**src/ovms_pkg.sv**
```systemverilog
package ovms_pkg;
    // host byte link timing, in its own unit
    localparam int unsigned CLK_HZ = 100_000_000;
    localparam int unsigned BAUD_BPS = 9600;
    // cycles per bit, rounded down (10416 at the defaults)
    localparam int unsigned BIT_CYC = CLK_HZ / BAUD_BPS;
    localparam int unsigned CNT_W = 16;
    localparam int unsigned DATA_BITS = 8;
    localparam logic [2:0] LAST_BIT = 3'h7;
    localparam int unsigned FIFO_DEPTH = 32;
    // byte codes
    localparam logic [7:0] ESC_BYTE = 8'h1B;
    localparam logic [7:0] LBRK_BYTE = 8'h5B;
    localparam logic [7:0] LF_BYTE = 8'h0A;
    localparam logic [7:0] PRINT_LO = 8'h20;
    localparam logic [7:0] PRINT_HI = 8'h7E;
    localparam logic [7:0] FINAL_LO = 8'h40;
    localparam logic [7:0] FINAL_HI = 8'h7E;
    // video operating modes
    typedef enum logic [1:0] {VM_AUTO, VM_LOCAL, VM_GENLOCK} ovms_vmode_t;
    // token kinds handed to the renderer
    typedef enum logic [2:0] {TK_HOME, TK_PRINT, TK_LF, TK_CMD, TK_CMD_END} ovms_kind_t;
    typedef struct packed {
        ovms_kind_t kind;
        logic [7:0] code;
    } ovms_tok_t;
endpackage

```
**src/ovms_top.sv**
```systemverilog
`timescale 1ns/10ps
module ovms_fifo #(
    parameter int unsigned W = 8,
    parameter int unsigned DEPTH = 32
) (
    // clock and reset
    input wire logic i_core_clk,
    input wire logic i_reset_n,
    // fill side
    input wire logic i_in_valid,
    output logic o_in_ready,
    input wire logic [W-1:0] i_in_data,
    // drain side
    output logic o_out_valid,
    input wire logic i_out_ready,
    output logic [W-1:0] o_out_data
);
    localparam int unsigned AW = $clog2(DEPTH);
    logic [W-1:0] mem [DEPTH];
    logic [AW-1:0] wr_reg, wr_next, rd_reg, rd_next;
    logic [AW:0] cnt_reg, cnt_next;
    logic push, pop;

    // full and empty come straight from the fill count
    assign o_in_ready = (cnt_reg != (AW+1)'(DEPTH));
    assign o_out_valid = (cnt_reg != '0);
    assign o_out_data = mem[rd_reg];
    assign push = i_in_valid && o_in_ready;
    assign pop = o_out_valid && i_out_ready;

    // pointer and count update
    always_comb begin
        wr_next = push ? wr_reg + 1'b1 : wr_reg;
        rd_next = pop ? rd_reg + 1'b1 : rd_reg;
        cnt_next = cnt_reg + (AW+1)'(push) - (AW+1)'(pop);
    end

    always_ff @(posedge i_core_clk or negedge i_reset_n) begin
        if (!i_reset_n) begin
            wr_reg <= '0;
            rd_reg <= '0;
            cnt_reg <= '0;
        end else begin
            wr_reg <= wr_next;
            rd_reg <= rd_next;
            cnt_reg <= cnt_next;
        end
    end

    // storage has no reset; only written slots are ever read
    always_ff @(posedge i_core_clk) begin
        if (push) begin
            mem[wr_reg] <= i_in_data;
        end
    end
endmodule

module ovms_top import ovms_pkg::*; #(
    parameter int unsigned BIT_CYC_P = BIT_CYC
) (
    // clock and reset
    input wire logic i_core_clk,
    input wire logic i_reset_n,
    // host serial link
    input wire logic i_rxd,
    output logic o_link_ready,
    output logic o_rx_err,
    // video mode control
    input wire logic i_mode_load,
    input wire ovms_vmode_t i_mode_sel,
    input wire logic i_video_present,
    input wire logic i_frame_tick,
    output ovms_vmode_t o_mode,
    output logic o_genlock,
    // token stream to renderer
    output logic o_tok_valid,
    input wire logic i_tok_ready,
    output ovms_tok_t o_tok
);
    typedef enum logic [1:0] {RX_IDLE, RX_START, RX_DATA, RX_STOP} ovms_rx_t;
    typedef enum logic [1:0] {PS_HOME, PS_TEXT, PS_ESC, PS_CMD} ovms_ps_t;

    function automatic logic is_text(input logic [7:0] b);
        is_text = (b == LF_BYTE) || (b >= PRINT_LO && b <= PRINT_HI);
    endfunction

    function automatic ovms_tok_t text_tok(input logic [7:0] b);
        text_tok.kind = (b == LF_BYTE) ? TK_LF : TK_PRINT;
        text_tok.code = b;
    endfunction

    // pin synchronisers
    logic rx_s1_reg, rx_s2_reg, vid_s1_reg, vid_s2_reg;
    always_ff @(posedge i_core_clk or negedge i_reset_n) begin
        if (!i_reset_n) begin
            rx_s1_reg <= 1'b1;
            rx_s2_reg <= 1'b1;
            vid_s1_reg <= 1'b0;
            vid_s2_reg <= 1'b0;
        end else begin
            rx_s1_reg <= i_rxd;
            rx_s2_reg <= rx_s1_reg;
            vid_s1_reg <= i_video_present;
            vid_s2_reg <= vid_s1_reg;
        end
    end

    // serial receiver, sampling each bit at its middle
    ovms_rx_t rx_st_reg, rx_st_next;
    logic [CNT_W-1:0] rx_cnt_reg, rx_cnt_next;
    logic [2:0] rx_bit_reg, rx_bit_next;
    logic [7:0] rx_sh_reg, rx_sh_next;
    logic rx_push_reg, rx_push_next, rx_err_reg, rx_err_next;
    logic f_in_ready, f_valid, take;
    logic [7:0] f_data;
    logic link_rdy_reg;

    always_comb begin
        rx_st_next = rx_st_reg;
        rx_cnt_next = rx_cnt_reg - 1'b1;
        rx_bit_next = rx_bit_reg;
        rx_sh_next = rx_sh_reg;
        rx_push_next = 1'b0;
        rx_err_next = rx_err_reg;
        case (rx_st_reg)
            RX_IDLE: begin
                rx_cnt_next = CNT_W'(BIT_CYC_P / 2);
                if (!rx_s2_reg) begin
                    rx_st_next = RX_START;
                end
            end
            RX_START: begin
                if (rx_cnt_reg == '0) begin
                    rx_cnt_next = CNT_W'(BIT_CYC_P - 1);
                    rx_bit_next = '0;
                    // a start bit gone high by mid-bit was a glitch
                    rx_st_next = rx_s2_reg ? RX_IDLE : RX_DATA;
                end
            end
            RX_DATA: begin
                if (rx_cnt_reg == '0) begin
                    rx_cnt_next = CNT_W'(BIT_CYC_P - 1);
                    rx_sh_next = {rx_s2_reg, rx_sh_reg[7:1]}; // lsb first
                    rx_bit_next = rx_bit_reg + 1'b1;
                    if (rx_bit_reg == LAST_BIT) begin
                        rx_st_next = RX_STOP;
                    end
                end
            end
            RX_STOP: begin
                if (rx_cnt_reg == '0) begin
                    rx_st_next = RX_IDLE;
                    // one stop bit, no parity; bad stop or full buffer drops byte
                    if (!rx_s2_reg || !f_in_ready) begin
                        rx_err_next = 1'b1;
                    end else begin
                        rx_push_next = 1'b1;
                    end
                end
            end
            default: rx_st_next = RX_IDLE;
        endcase
    end

    always_ff @(posedge i_core_clk or negedge i_reset_n) begin
        if (!i_reset_n) begin
            rx_st_reg <= RX_IDLE;
            rx_cnt_reg <= '0;
            rx_bit_reg <= '0;
            rx_sh_reg <= '0;
            rx_push_reg <= 1'b0;
            rx_err_reg <= 1'b0;
            link_rdy_reg <= 1'b0;
        end else begin
            rx_st_reg <= rx_st_next;
            rx_cnt_reg <= rx_cnt_next;
            rx_bit_reg <= rx_bit_next;
            rx_sh_reg <= rx_sh_next;
            rx_push_reg <= rx_push_next;
            rx_err_reg <= rx_err_next;
            link_rdy_reg <= f_in_ready;
        end
    end

    // buffer between the link and the parser; a stalled renderer fills it
    ovms_fifo #(.W(DATA_BITS), .DEPTH(FIFO_DEPTH)) u_fifo (
        .i_core_clk(i_core_clk),
        .i_reset_n(i_reset_n),
        .i_in_valid(rx_push_reg),
        .o_in_ready(f_in_ready),
        .i_in_data(rx_sh_reg),
        .o_out_valid(f_valid),
        .i_out_ready(take),
        .o_out_data(f_data)
    );

    // byte parser: text, line feed and escape sequences
    ovms_ps_t ps_reg, ps_next;
    ovms_tok_t tok_reg, tok_next;
    logic tv_reg, tv_next, slot_free;

    assign slot_free = !tv_reg || i_tok_ready;
    assign take = f_valid && slot_free && (ps_reg != PS_HOME);

    always_comb begin
        ps_next = ps_reg;
        tok_next = tok_reg;
        tv_next = tv_reg && !i_tok_ready;
        case (ps_reg)
            PS_HOME: begin
                // cursor to upper-left before the first character
                if (slot_free) begin
                    tok_next = '{kind: TK_HOME, code: '0};
                    tv_next = 1'b1;
                    ps_next = PS_TEXT;
                end
            end
            PS_TEXT: begin
                if (take) begin
                    if (f_data == ESC_BYTE) begin
                        ps_next = PS_ESC;
                    end else if (is_text(f_data)) begin
                        tok_next = text_tok(f_data);
                        tv_next = 1'b1;
                    end
                end
            end
            PS_ESC: begin
                if (take) begin
                    if (f_data == LBRK_BYTE) begin
                        ps_next = PS_CMD;
                    end else if (f_data != ESC_BYTE) begin
                        // a lone escape is dropped; the byte counts as text
                        ps_next = PS_TEXT;
                        if (is_text(f_data)) begin
                            tok_next = text_tok(f_data);
                            tv_next = 1'b1;
                        end
                    end
                end
            end
            PS_CMD: begin
                // command bytes go to the executor, never to the screen
                if (take) begin
                    tv_next = 1'b1;
                    tok_next.code = f_data;
                    if (f_data >= FINAL_LO && f_data <= FINAL_HI) begin
                        tok_next.kind = TK_CMD_END;
                        ps_next = PS_TEXT;
                    end else begin
                        tok_next.kind = TK_CMD;
                    end
                end
            end
            default: ps_next = PS_HOME;
        endcase
    end

    always_ff @(posedge i_core_clk or negedge i_reset_n) begin
        if (!i_reset_n) begin
            ps_reg <= PS_HOME;
            tok_reg <= '{kind: TK_HOME, code: '0};
            tv_reg <= 1'b0;
        end else begin
            ps_reg <= ps_next;
            tok_reg <= tok_next;
            tv_reg <= tv_next;
        end
    end

    // video mode; mode loads at once, genlock switching is held to frame ticks so no field is torn
    ovms_vmode_t mode_reg, mode_next;
    logic gl_reg, gl_next, want_gl;

    always_comb begin
        mode_next = i_mode_load ? i_mode_sel : mode_reg;
        case (mode_reg)
            VM_LOCAL: want_gl = 1'b0;
            VM_GENLOCK: want_gl = 1'b1; // dropouts ignored
            default: want_gl = vid_s2_reg;
        endcase
        gl_next = i_frame_tick ? want_gl : gl_reg;
    end

    always_ff @(posedge i_core_clk or negedge i_reset_n) begin
        if (!i_reset_n) begin
            mode_reg <= VM_AUTO;
            gl_reg <= 1'b0;
        end else begin
            mode_reg <= mode_next;
            gl_reg <= gl_next;
        end
    end

    assign o_link_ready = link_rdy_reg;
    assign o_rx_err = rx_err_reg;
    assign o_mode = mode_reg;
    assign o_genlock = gl_reg;
    assign o_tok_valid = tv_reg;
    assign o_tok = tok_reg;
endmodule

```
**config.mk**
```make
export PLATFORM = sky130hd
export DESIGN_NAME = ovms_top
export DESIGN_NICKNAME = d
export VERILOG_FILES = /design/src/ovms_pkg.sv /design/src/ovms_top.sv
export SDC_FILE = /design/constraint.sdc
export NUM_CORES = 1
export LEC_CHECK = 0
export BUFFER_PORTS_ARGS = -buffer_cell sky130_fd_sc_hd__buf_2
export CORE_MARGIN = 2
export CORE_UTILIZATION = 30
export DETAILED_ROUTE_END_ITERATION = 8
export RECOVER_POWER = 25
export SYNTH_ARGS = -nofsm -noshare
export SYNTH_HDL_FRONTEND = slang
export SYNTH_SLANG_ARGS = --single-unit
```
**constraint.sdc**
```tcl
create_clock -name i_core_clk -period 3.66 [get_ports i_core_clk]
set_clock_uncertainty 0.1 [all_clocks]
set_input_delay 0.549 -clock i_core_clk [delete_from_list [all_inputs] [get_ports i_core_clk]]
set_output_delay 0.549 -clock i_core_clk [all_outputs]
set_load 0.01 [all_outputs]
```
==> results.sh <==
export IMPL_violations="capacitance limit, slew limit"
export IMPL_yosys_top_cells_count="edfxtp_1 (256), dfrtp_1 (67), nor2_1 (62)"
export IMPL_routed_wl_mm=28.61
export IMPL_cts_htree_levels=2
export IMPL_yosysTopAreaCell="edfxtp_1"
export IMPL_synth_area_leaders="edfxtp_1 (57%), dfrtp_1 (12%), mux4_2 (8.0%)"
export IMPL_critPathKind="flop to flop"
export IMPL_num_rows=77
export IMPL_drt_pass1_iterations=5
export IMPL_drt_iter0_markers=574
export IMPL_max_clock_path_buffers=3
export IMPL_yosys_cell_types_count=65
export IMPL_dieArea_um2=46780
export IMPL_syn_nets=844
export IMPL_synth_most_common_cell="edfxtp_1"
export IMPL_fin_nets=942
export IMPL_clkLatencyLatePin_ps=520
export IMPL_first_global_vias=7427
export IMPL_synth_ff_type="edfxtp_1"
export IMPL_viasPerCell=4.748
export IMPL_rsz0062_at_grt="no"
export IMPL_die_w_um=216.3
export IMPL_n_antenna_cell=0
export IMPL_drt_wirelength_per_cell_um=18.82
export IMPL_cts_setup_buffers=0
export IMPL_outcome="finished with violations"
export IMPL_initial_core_util=0.3051
export IMPL_coreArea_um2=44320
export IMPL_fill_cells=4177
export IMPL_yosys_warnings=0
export IMPL_yosysSeqAreaShare=0.6965
export IMPL_die_h_um=216.3
export IMPL_ir_drop_mv=0.3686
export IMPL_drtAntennaViolNets=0
export IMPL_grt_max_degree=70
export IMPL_crit_top_cell="buf_12"
export IMPL_synthCells=805
export IMPL_critPathMaxFanout=18
export IMPL_setup_viol=0
export IMPL_antenna_found_initial=0
export IMPL_synth_edff_count=256
export IMPL_synth_avg_cell_area_um2=16.79
export IMPL_grt_first_pass_wirelength_mm=44.69
export IMPL_clock_sinks=325
export IMPL_worstHoldPathType="primary input to flop"
export IMPL_cts_root_buffer_cell="clkbuf_16"
export IMPL_synthArstFlopShare=0.2123
export IMPL_vias=7217
export IMPL_cp_slowest_cell="dfrtp_4"
export IMPL_area_delta_synth_final_pct=18.06
export IMPL_io_buffers=25
export IMPL_final_util=0.3601
export IMPL_netlist_area_um2=13520
export IMPL_final_min_clock_period_ps=3513
export IMPL_hpwlAfterDp_mm=18.99
export IMPL_gp_congestion=0.7923
export IMPL_setup_tns_ps=0
export IMPL_track_usage=0.1247
export IMPL_route_detailed_drc=0
export IMPL_fmax_mhz=284.7
export IMPL_synth_top_area_share=0.5686
export IMPL_num_io_pins=26
export IMPL_pwr_density_cell_nw_per_um2=704.4
export IMPL_leakagePower_uw=0.005097
export IMPL_tightest_slew_ps=1836
export IMPL_largest_register_ffs=256
export IMPL_clk_pin_slew_ps=60
export IMPL_max_stage_delay_ps=530
export IMPL_slew_headroom=-0.2243
export IMPL_grt_remaining_overflow=0
export IMPL_start_kind="flop"
export IMPL_yosys_register_bits=325
export IMPL_drive_gt1_frac=0.2446
export IMPL_min_period_over_period=0.9598
export IMPL_crit_path_cell_trace="buf_12, mux4_2, a2111o_1, o41a_1, or3_1, o31a_1, o21ai_2, buf_12, mux2_2"
export IMPL_cts_made_buffers=36
export IMPL_cts_tree="built"
export IMPL_drv_slew=70
export IMPL_crit_arrival_ps=3830
export IMPL_maxCapViolCount=1
export IMPL_hold_viol=0
export IMPL_critPathRequiredTime_ps=3980
export IMPL_cp_end_kind="flop"
-- power by group --
part / leakage (uW) / internal (uW) / total (uW) / switching (uW)
Combinational: 0.00188 / 1600 / 3330 / 1730
Sequential: 0.00263 / 4100 / 4280 / 179
Clock: 0.000583 / 2170 / 3630 / 1460
Total: 0.00510 / 7870 / 11200 / 3370
-- metrics by stage --
stage               total power, uW  worst slack (ps)  instance area [um^2]  hold slack (ps)  std cells
global route                  11790             44.73                 15960            96.20       1520
floorplan                      6553             408.0                 13520            153.4        805
CTS                           11370             77.75                 15970            84.03       1520
global placement               7658             173.2                 14750            236.4       1455
detailed placement             7690             10.74                 14750            242.8       1455
finish                        11240             147.2                 15960            108.5       1520
-- per-layer routing --
layer	share of wire	up-vias	global-route usage
met3	0.041	43	0.01965
met4	0.029	0	0.04863
met1	0.47	3700	0.1746
met2	0.46	160	0.1950
li1	-	3314	-
met5	0	-	0
-- layout make-up --
type | instances | area, um^2 | share of cell area
Inverter | 29 | 108.9 | 0.006820
Timing Repair Buffer | 95 | 694.4 | 0.04351
Tap cell | 592 | 740.7 | 0.04641
Clock buffer | 44 | 1003 | 0.06287
Sequential cell | 325 | 9422 | 0.5903
Clock inverter | 19 | 192.7 | 0.01207
Multi-Input combinational cell | 416 | 3799 | 0.2380
-- critical path: cells and delay by family (launching register included) --
family                 cells  cell delay, ps
AO/OA/AOI/OAI              4            1120
multiplexers               2             840
flip-flops                 1             530
AND/OR/NAND/NOR            1             440
buffers and inverters      2             370
-- timing repair --
| item | CTS | global route |
|---|---|---|
| setup endpoints to repair | 7 | 9 |
| hold buffers | 2 | 0 |
| pin swaps | 0 | 0 |
| endpoints found under the hold margin | 2 | 0 |
| resized for setup | 1 | 1 |
-- cell usage in the layout, fill, tap and decap left out, types with 15 or more instances in the layout --
cell / Yosys / final
nor2_1: 62 / 62
mux4_2: 48 / 48
dfrtp_1: 67 / 65
mux2_2: 16 / 16
xnor2_1: 16 / 16
inv_1: 29 / 29
mux2i_1: 35 / 35
o21ai_0: 15 / 15
edfxtp_1: 256 / 256
a21oi_1: 17 / 17
buf_4: 5 / 61
nand2_1: 35 / 35
buf_2: 8 / 24
clkbuf_16: 0 / 38
ha_1: 29 / 29
-- kinds of logic (layout without fill, tap and decap cells) --
family,count (synthesis),after routing,share of synthesized area
DFF,325,325,0.6965
muxes,105,105,0.1259
adders and majority gates,30,30,0.02832
buffers and inverters,64,187,0.02295
AOI/OAI and AO/OA,97,97,0.05460
and+or+nand+nor,160,160,0.05618
xor gates and xnor gates,24,24,0.01555
-- path summary, 6_finish.rpt --
kind / depth (start not counted) / from / endpoint / slack [ps]
hold reg to reg: 0 / vid_s1_reg$_DFF_PN0_ / vid_s2_reg$_DFF_PN0_ / 250
max in group asynchronous: 1 / i_reset_n / u_fifo.rd_reg[0]$_DFFE_PN0P_ / 1700
min in group asynchronous: 1 / i_reset_n / o_tok[10]$_DFFE_PN0P_ / 390
hold / removal: 2 / i_frame_tick / o_genlock$_DFFE_PN0P_ / 110
setup reg to reg: 9 / u_fifo.rd_reg[0]$_DFFE_PN0P_ / o_tok[10]$_DFFE_PN0P_ / 150
setup / recovery: 9 / u_fifo.rd_reg[0]$_DFFE_PN0P_ / o_tok[10]$_DFFE_PN0P_ / 150
Note: power is estimated with default switching activity, not from simulation.
